[src/inc/oag_pkg.sv]
// Operand address generator package: addressing modes, widths, layout constants.
// Assumes the decode stage presents one operand request at a time.
package oag_pkg;
    localparam int OAG_RF_AW = 12;
    localparam int OAG_PM_AW = 16;
    localparam logic [7:0] OAG_ESC_HI = 8'hE0;
    localparam logic [3:0] OAG_ESC_NIB = 4'hE;
    localparam logic [15:0] OAG_PC_RST = 16'h0000;
    localparam logic [11:0] OAG_RF_RST = 12'h000;

    typedef enum logic [3:0] {
        OAG_M_WREG = 4'h0,
        OAG_M_WPAIR = 4'h1,
        OAG_M_REG = 4'h2,
        OAG_M_RPAIR = 4'h3,
        OAG_M_IND_WREG = 4'h4,
        OAG_M_IND_WPAIR = 4'h5,
        OAG_M_IND_REG = 4'h6,
        OAG_M_IND_RPAIR = 4'h7,
        OAG_M_INDEXED = 4'h8,
        OAG_M_ABS_JUMP = 4'h9,
        OAG_M_REL_JUMP = 4'hA,
        OAG_M_IMMEDIATE = 4'hB
    } oag_mode_t;

    typedef enum logic [5:0] {
        OAG_S_IDLE = 6'b000001,
        OAG_S_PTR_HI = 6'b000010,
        OAG_S_PTR_LO = 6'b000100,
        OAG_S_IMM = 6'b001000,
        OAG_S_DONE = 6'b010000,
        OAG_S_ERR = 6'b100000
    } oag_state_t;
endpackage

[src/oag_reg_map.sv]
// Combinational 8-bit register address mapper with escaped window.
// Assumes the pointer is stable while the operand is mapped.
`timescale 1ns/100ps
module oag_reg_map (
    input wire logic [7:0] register_bank_pointer_i,
    input wire logic [7:0] operand_i,
    input wire logic is_working_i,
    output logic [11:0] addr_o
);
    import oag_pkg::*;

    always_comb begin
        if (is_working_i || operand_i[7:4] == OAG_ESC_NIB) begin
            addr_o = {register_bank_pointer_i[3:0], register_bank_pointer_i[7:4],
                      operand_i[3:0]};
        end else begin
            addr_o = {register_bank_pointer_i[3:0], operand_i};
        end
    end
endmodule

[src/oag_top.sv]
// Operand address generator: resolves operand effective addresses and jump targets.
// Assumes register file and program memory answer a read while its strobe stands.
// Read data is therefore sampled on the edge that ends the strobe cycle.
`timescale 1ns/100ps
module oag_top (
    input wire logic clk_sys_i,
    input wire logic rst_i,
    input wire logic start_i,
    input wire oag_pkg::oag_mode_t mode_i,
    input wire logic [7:0] register_bank_pointer_i,
    input wire logic [7:0] operand_i,
    input wire logic [7:0] index_base_i,
    input wire logic pair_to_program_i,
    input wire logic [15:0] absolute_target_i,
    input wire logic [7:0] relative_offset_i,
    input wire logic [15:0] next_pc_i,
    input wire logic [7:0] rf_rdata_i,
    input wire logic [7:0] pm_rdata_i,
    output logic rf_rd_o,
    output logic [11:0] rf_addr_o,
    output logic pm_rd_o,
    output logic [15:0] pm_addr_o,
    output logic done_o,
    output logic error_o,
    output logic ea_is_program_o,
    output logic [11:0] ea_rf_o,
    output logic [15:0] ea_pm_o,
    output logic [7:0] immediate_value_o,
    output logic pc_load_o,
    output logic [15:0] pc_o
);
    import oag_pkg::*;

    oag_state_t state_q, state_d;
    oag_mode_t mode_q, mode_d;
    logic [7:0] ptr_q, ptr_d;
    logic [11:0] pair_addr_q, pair_addr_d;
    logic [7:0] hi_byte_q, hi_byte_d;
    logic rf_rd_q, rf_rd_d;
    logic [11:0] rf_addr_q, rf_addr_d;
    logic pm_rd_q, pm_rd_d;
    logic [15:0] pm_addr_q, pm_addr_d;
    logic done_q, done_d;
    logic error_q, error_d;
    logic prog_q, prog_d;
    logic [11:0] ea_rf_q, ea_rf_d;
    logic [15:0] ea_pm_q, ea_pm_d;
    logic [7:0] imm_q, imm_d;
    logic pc_load_q, pc_load_d;
    logic [15:0] pc_q, pc_d;
    logic [11:0] map_addr;
    logic [7:0] idx_sum;
    logic map_working;

    // Working-register modes and the indexed mode ignore the operand high nibble
    assign map_working = (mode_i == OAG_M_WREG) || (mode_i == OAG_M_WPAIR)
                         || (mode_i == OAG_M_IND_WREG) || (mode_i == OAG_M_IND_WPAIR)
                         || (mode_i == OAG_M_INDEXED);

    oag_reg_map u_map (
        .register_bank_pointer_i(register_bank_pointer_i),
        .operand_i(operand_i),
        .is_working_i(map_working),
        .addr_o(map_addr)
    );

    // Eight-bit wrap is intended; carry out is dropped
    assign idx_sum = index_base_i + rf_rdata_i;

    function automatic logic [11:0] odd_of(input logic [11:0] a);
        odd_of = {a[11:1], 1'b1};
    endfunction

    // Only working pairs are refused when odd; 8-bit pair operands pass unchanged
    function automatic logic odd_working_pair(input oag_mode_t m, input logic [7:0] op);
        odd_working_pair = ((m == OAG_M_WPAIR) || (m == OAG_M_IND_WPAIR)) && op[0];
    endfunction

    // Sign extension keeps the wrap of the 16-bit program counter
    function automatic logic [15:0] sext16(input logic [7:0] v);
        sext16 = {{8{v[7]}}, v};
    endfunction

    always_comb begin
        state_d = state_q;
        mode_d = mode_q;
        ptr_d = ptr_q;
        pair_addr_d = pair_addr_q;
        hi_byte_d = hi_byte_q;
        rf_rd_d = 1'b0;
        rf_addr_d = rf_addr_q;
        pm_rd_d = 1'b0;
        pm_addr_d = pm_addr_q;
        done_d = 1'b0;
        error_d = 1'b0;
        prog_d = prog_q;
        ea_rf_d = ea_rf_q;
        ea_pm_d = ea_pm_q;
        imm_d = imm_q;
        pc_load_d = 1'b0;
        pc_d = pc_q;
        unique case (state_q)
            OAG_S_IDLE: begin
                if (start_i) begin
                    mode_d = mode_i;
                    ptr_d = register_bank_pointer_i;
                    prog_d = 1'b0;
                    unique case (mode_i)
                        OAG_M_WREG, OAG_M_REG: begin
                            ea_rf_d = map_addr;
                            state_d = OAG_S_DONE;
                        end
                        OAG_M_WPAIR, OAG_M_RPAIR: begin
                            if (odd_working_pair(mode_i, operand_i)) begin
                                state_d = OAG_S_ERR;
                            end else begin
                                ea_rf_d = map_addr;
                                state_d = OAG_S_DONE;
                            end
                        end
                        OAG_M_IND_WREG, OAG_M_IND_REG, OAG_M_INDEXED: begin
                            rf_rd_d = 1'b1;
                            rf_addr_d = map_addr;
                            state_d = OAG_S_PTR_LO;
                        end
                        OAG_M_IND_WPAIR, OAG_M_IND_RPAIR: begin
                            if (odd_working_pair(mode_i, operand_i)) begin
                                state_d = OAG_S_ERR;
                            end else begin
                                pair_addr_d = map_addr;
                                rf_rd_d = 1'b1;
                                rf_addr_d = map_addr;
                                state_d = OAG_S_PTR_HI;
                            end
                        end
                        OAG_M_ABS_JUMP: begin
                            pc_d = absolute_target_i;
                            pc_load_d = 1'b1;
                            done_d = 1'b1;
                        end
                        OAG_M_REL_JUMP: begin
                            pc_d = next_pc_i + sext16(relative_offset_i);
                            pc_load_d = 1'b1;
                            done_d = 1'b1;
                        end
                        OAG_M_IMMEDIATE: begin
                            pm_rd_d = 1'b1;
                            pm_addr_d = next_pc_i;
                            state_d = OAG_S_IMM;
                        end
                        default: begin
                            state_d = OAG_S_ERR;
                        end
                    endcase
                end
            end
            OAG_S_PTR_HI: begin
                hi_byte_d = rf_rdata_i;
                rf_rd_d = 1'b1;
                rf_addr_d = odd_of(pair_addr_q);
                state_d = OAG_S_PTR_LO;
            end
            OAG_S_PTR_LO: begin
                state_d = OAG_S_DONE;
                unique case (mode_q)
                    OAG_M_IND_WREG, OAG_M_IND_REG: begin
                        ea_rf_d = {ptr_q[3:0], rf_rdata_i};
                    end
                    OAG_M_INDEXED: begin
                        ea_rf_d = {ptr_q[3:0], idx_sum};
                    end
                    OAG_M_IND_WPAIR: begin
                        prog_d = pair_to_program_i;
                        ea_pm_d = {hi_byte_q, rf_rdata_i};
                        ea_rf_d = {hi_byte_q[3:0], rf_rdata_i};
                    end
                    default: begin
                        prog_d = 1'b1;
                        ea_pm_d = {hi_byte_q, rf_rdata_i};
                    end
                endcase
            end
            OAG_S_IMM: begin
                imm_d = pm_rdata_i;
                state_d = OAG_S_DONE;
            end
            OAG_S_DONE: begin
                done_d = 1'b1;
                state_d = OAG_S_IDLE;
            end
            OAG_S_ERR: begin
                error_d = 1'b1;
                state_d = OAG_S_IDLE;
            end
            default: begin
                state_d = OAG_S_IDLE;
            end
        endcase
    end

    always_ff @(posedge clk_sys_i or posedge rst_i) begin
        if (rst_i) begin
            state_q <= OAG_S_IDLE;
            mode_q <= OAG_M_WREG;
            ptr_q <= 8'h00;
            pair_addr_q <= OAG_RF_RST;
            hi_byte_q <= 8'h00;
            rf_rd_q <= 1'b0;
            rf_addr_q <= OAG_RF_RST;
            pm_rd_q <= 1'b0;
            pm_addr_q <= OAG_PC_RST;
            done_q <= 1'b0;
            error_q <= 1'b0;
            prog_q <= 1'b0;
            ea_rf_q <= OAG_RF_RST;
            ea_pm_q <= OAG_PC_RST;
            imm_q <= 8'h00;
            pc_load_q <= 1'b0;
            pc_q <= OAG_PC_RST;
        end else begin
            state_q <= state_d;
            mode_q <= mode_d;
            ptr_q <= ptr_d;
            pair_addr_q <= pair_addr_d;
            hi_byte_q <= hi_byte_d;
            rf_rd_q <= rf_rd_d;
            rf_addr_q <= rf_addr_d;
            pm_rd_q <= pm_rd_d;
            pm_addr_q <= pm_addr_d;
            done_q <= done_d;
            error_q <= error_d;
            prog_q <= prog_d;
            ea_rf_q <= ea_rf_d;
            ea_pm_q <= ea_pm_d;
            imm_q <= imm_d;
            pc_load_q <= pc_load_d;
            pc_q <= pc_d;
        end
    end

    assign rf_rd_o = rf_rd_q;
    assign rf_addr_o = rf_addr_q;
    assign pm_rd_o = pm_rd_q;
    assign pm_addr_o = pm_addr_q;
    assign done_o = done_q;
    assign error_o = error_q;
    assign ea_is_program_o = prog_q;
    assign ea_rf_o = ea_rf_q;
    assign ea_pm_o = ea_pm_q;
    assign immediate_value_o = imm_q;
    assign pc_load_o = pc_load_q;
    assign pc_o = pc_q;
endmodule

[config.mk]
export PLATFORM = sky130hd
export DESIGN_NAME = oag_top
export DESIGN_NICKNAME = d
export VERILOG_FILES = /design/src/inc/oag_pkg.sv /design/src/oag_reg_map.sv /design/src/oag_top.sv
export SDC_FILE = /design/constraint.sdc
export NUM_CORES = 1
export LEC_CHECK = 0
export BUFFER_PORTS_ARGS = -buffer_cell sky130_fd_sc_hd__buf_2
export CELL_PAD_IN_SITES_DETAIL_PLACEMENT = 0
export CELL_PAD_IN_SITES_GLOBAL_PLACEMENT = 1
export CORE_MARGIN = 8
export CORE_UTILIZATION = 39
export DETAILED_ROUTE_END_ITERATION = 8
export MAX_ROUTING_LAYER = met4
export PLACE_DENSITY = 0.8
export SLEW_MARGIN = 20
export SYNTH_ARGS = -nofsm -noshare
export SYNTH_HDL_FRONTEND = slang
export SYNTH_SLANG_ARGS = --single-unit
[constraint.sdc]
create_clock -name clk_sys_i -period 4.7 [get_ports clk_sys_i]
set_clock_uncertainty 0.1 [all_clocks]
set_input_delay 0 -clock clk_sys_i [delete_from_list [all_inputs] [get_ports clk_sys_i]]
set_output_delay 0 -clock clk_sys_i [all_outputs]
set_load 0.01 [all_outputs]
==> flow_summary.yaml <==
setup_path:
  critical_path.startpoint_type: "flop"
  worstPathMaxFanout: 16
  cp_data_arrival_time_ps: 3900
  criticalPathCategory: "flop to flop"
  worst_setup_path_end_kind: "flop"
  cp.required_ps: 4940
route:
  top_layer: "met4"
  drt_wl_total_mm: 18.2
  drt_iter0_markers: 269
  met2_layer_wire_length_in_the_routed_design_mm: 8.66
  routed-via-count: 5639
  route.detailed.wl_per_inst_um: 16.0
  wl_met1_mm: 7.97
  met3_wirelength_mm: 1.29
  route.antenna.remaining_nets: 0
  drc: 0
  vias_per_cell: 4.97
  detail_route.first_pass.iterations: 4
final_layout:
  num-nets-final: 1023
  syn_to_final_growth_pct: 38.8
  final_layout_size_suffix_gt1_share_pct: 26.3
  final_cell_mix: "185 x nand2_1, 173 x buf_2, 118 x dfrtp_1"
  most_common_library_cell_in_the_layout_ignoring_fill_and_taps: "nand2_1"
  final_design_area_no_fill_mm2: 0.00846
  diodes: 0
  layoutNonFillerInstCount: 1134
  final_core_util_pct: 55.4
floorplan:
  io_pins: 174
  die_y_um: 141
  initial_core_utilization_pct: 39.9
  die_w_um: 141
  design.die.area_mm2: 0.0199
  placement_rows: 45
  core_area_mm2: 0.0153
power:
  total_leakage_power_nw: 4.18
  power.ir.vdd_worst_mv: 0.265
  total_power_mw: 4.36
  cellPowerDensity_mw_per_mm2: 515
grt:
  globalRouteOverflowTotal: 0
  initial_antenna_violation_count: 0
  grt_pass1_wl_mm: 29.5
  track_usage_pct: 19.2
  grt_max_degree: 61
  first_global_vias: 5936
placed_design:
  numPortBuffers: 173
  globalplace.congestion: 0.869
  post-dp-hpwl_mm: 13.3
  placed_cell_area_mm2: 0.00713
  place_ws_ps: 1240
  dpl.cell_count: 1029
cts:
  clkTransAtPathRegs_ps: 50
  cts.sinks: 119
  htree_num_levels: 4
  tritoncts.num_buffers: 17
  clock_tree_from_tritoncts: "built"
  worst_skew_pair.late_latency_ps: 410
  cts_setup_buffers: 0
  max-clock-path-buffers: 2
  cts.root.buffer_cell: "clkbuf_16"
synthesis:
  synth.avg_cell_area_um2: 9.13
  warning_count_from_the_yosys_run: 0
  synth.top_cell.area_share_pct: 48.5
  async_flop_share_pct: 100
  synthDominantAreaCellType: "dfrtp_1"
  synth.ff_latch_count: 119
  synth.net_count: 779
  synth_area_mm2: 0.00609
  synth_sequential_area_ratio_pct: 48.9
  synth_cell_types: 55
  flip_flop_cell_with_the_highest_count_after_synthesis: "dfrtp_1"
  post_synth_edffs: 0
  mapped_cells: 667
  synth.top_cells.by_area: "dfrtp_1 48%, nand2_1 11%, ha_1 4.5%, mux2_2 4.4%, o21ai_0 3.9%"
run:
  max_cap_violations: 0
sta:
  finalCriticalPeriod_ps: 3660
  hold-worst-slack_ps: 13.2
  worst_pin_slew_ps: 959
  final_critical_path_setup_slack_ps: 1040
  timing_hold_violations_final: 0
  rsz0062_at_grt: "no"
  final-max-slew-violation-count: 0
  fin_tns_setup_ps: 0
  slew_headroom_pct: 35.1
  fmax_mhz: 273
  final_setup_viols: 0
  post-route-period-util_pct: 77.8
status:
  outcome: "finished clean"
worst_hold_path:
  worst_hold_path_type: "input pin to flop"
-- worst paths after layout --
kind | start | to | slack (ps) | depth (start not counted)
setup / recovery | state_q[3] | pc_o[0] | 1040 | 8
hold / removal | relative_offset_i[1] | pc_o[1] | 10 | 4
setup reg to reg | state_q[3] | pc_o[0] | 1040 | 8
hold reg to reg | pm_addr_o[0] | pm_addr_o[0] | 370 | 2
max in group asynchronous | rst_i | pm_addr_o[14] | 3070 | 4
min in group asynchronous | rst_i | pm_addr_o[11] | 180 | 3
-- layout make-up --
type,instances,area [um^2]
fillers,1381,6800
flip-flops and latches,119,2980
multi-input cells,510,2940
repair buffers,252,1650
clock buffers,21,450
well taps,211,264
clock inverters,10,129
inverters,11,43.8
-- power breakdown --
group	internal [mW]	total, mW	switching, mW
clock	0.838	1.29	0.453
combinational	0.615	1.35	0.736
sequential	1.46	1.71	0.258
-- worst max-delay path, stage by stage, from the launching register on --
cell and delay (ps):
dfrtp_1 400, or4_4 580, nor3b_4 360, and2_1 460, nand3_1 410, inv_1 470
nor2_1 80, a31oi_1 150, dlygate4sd3_1 560
-- flip-flops by register name, indices dropped and copies added, names as in the netlist, 4 cells and up --
register,flops
pair_addr_q,11
mode_q,4
immediate_value_o,8
rf_addr_o,12
hi_byte_q,8
ea_rf_o,12
state_q,6
pm_addr_o,16
ea_pm_o,16
ptr_q,4
pc_o,16
-- per-layer routing --
metal,vias up,track usage [%]
li1,2790,-
met5,-,-
met4,0,6.00
met1,2636,22.5
met3,23,5.57
met2,190,31.3
-- synthesized netlist by cell type, drive strengths merged, types with 2 or more instances --
library cell and number:
and3 8, a211oi 6, nor2 51, o21ai 49, nand3 11, a2111oi 2, dfrtp 118, xnor2 9
and2 5, nor3b 6, o22ai 4, nor4bb 2, nor3 6, a21oi 43, or3 4, mux2i 6
nor4b 3, inv 10, a31oi 18, fa 2, o211ai 2, nor2b 4, a21o 7, clkbuf 17
ha 22, mux2 24, nand2b 3, nand2 185, o21a 5, buf 10, o21bai 2, xor2 6
or4 2
-- what timing repair did --
item	in CTS	in global routing
hold buffers	73	0
gates resized for setup	0	0
endpoints found under the hold margin	157	0
-- kinds of logic (layout without fill, tap and decap cells) --
| kind of cell | Yosys count | in the layout | share of synthesized area (%) |
|---|---|---|---|
| compound gates | 146 | 146 | 14.2 |
| xor+xnor | 15 | 15 | 2.16 |
| fa+ha+maj | 24 | 24 | 5.18 |
| buf+inv | 38 | 294 | 2.83 |
| flops | 119 | 119 | 48.9 |
| mux | 30 | 30 | 5.42 |
| simple gates | 295 | 295 | 21.3 |
Power figures use the tool's default switching activity.
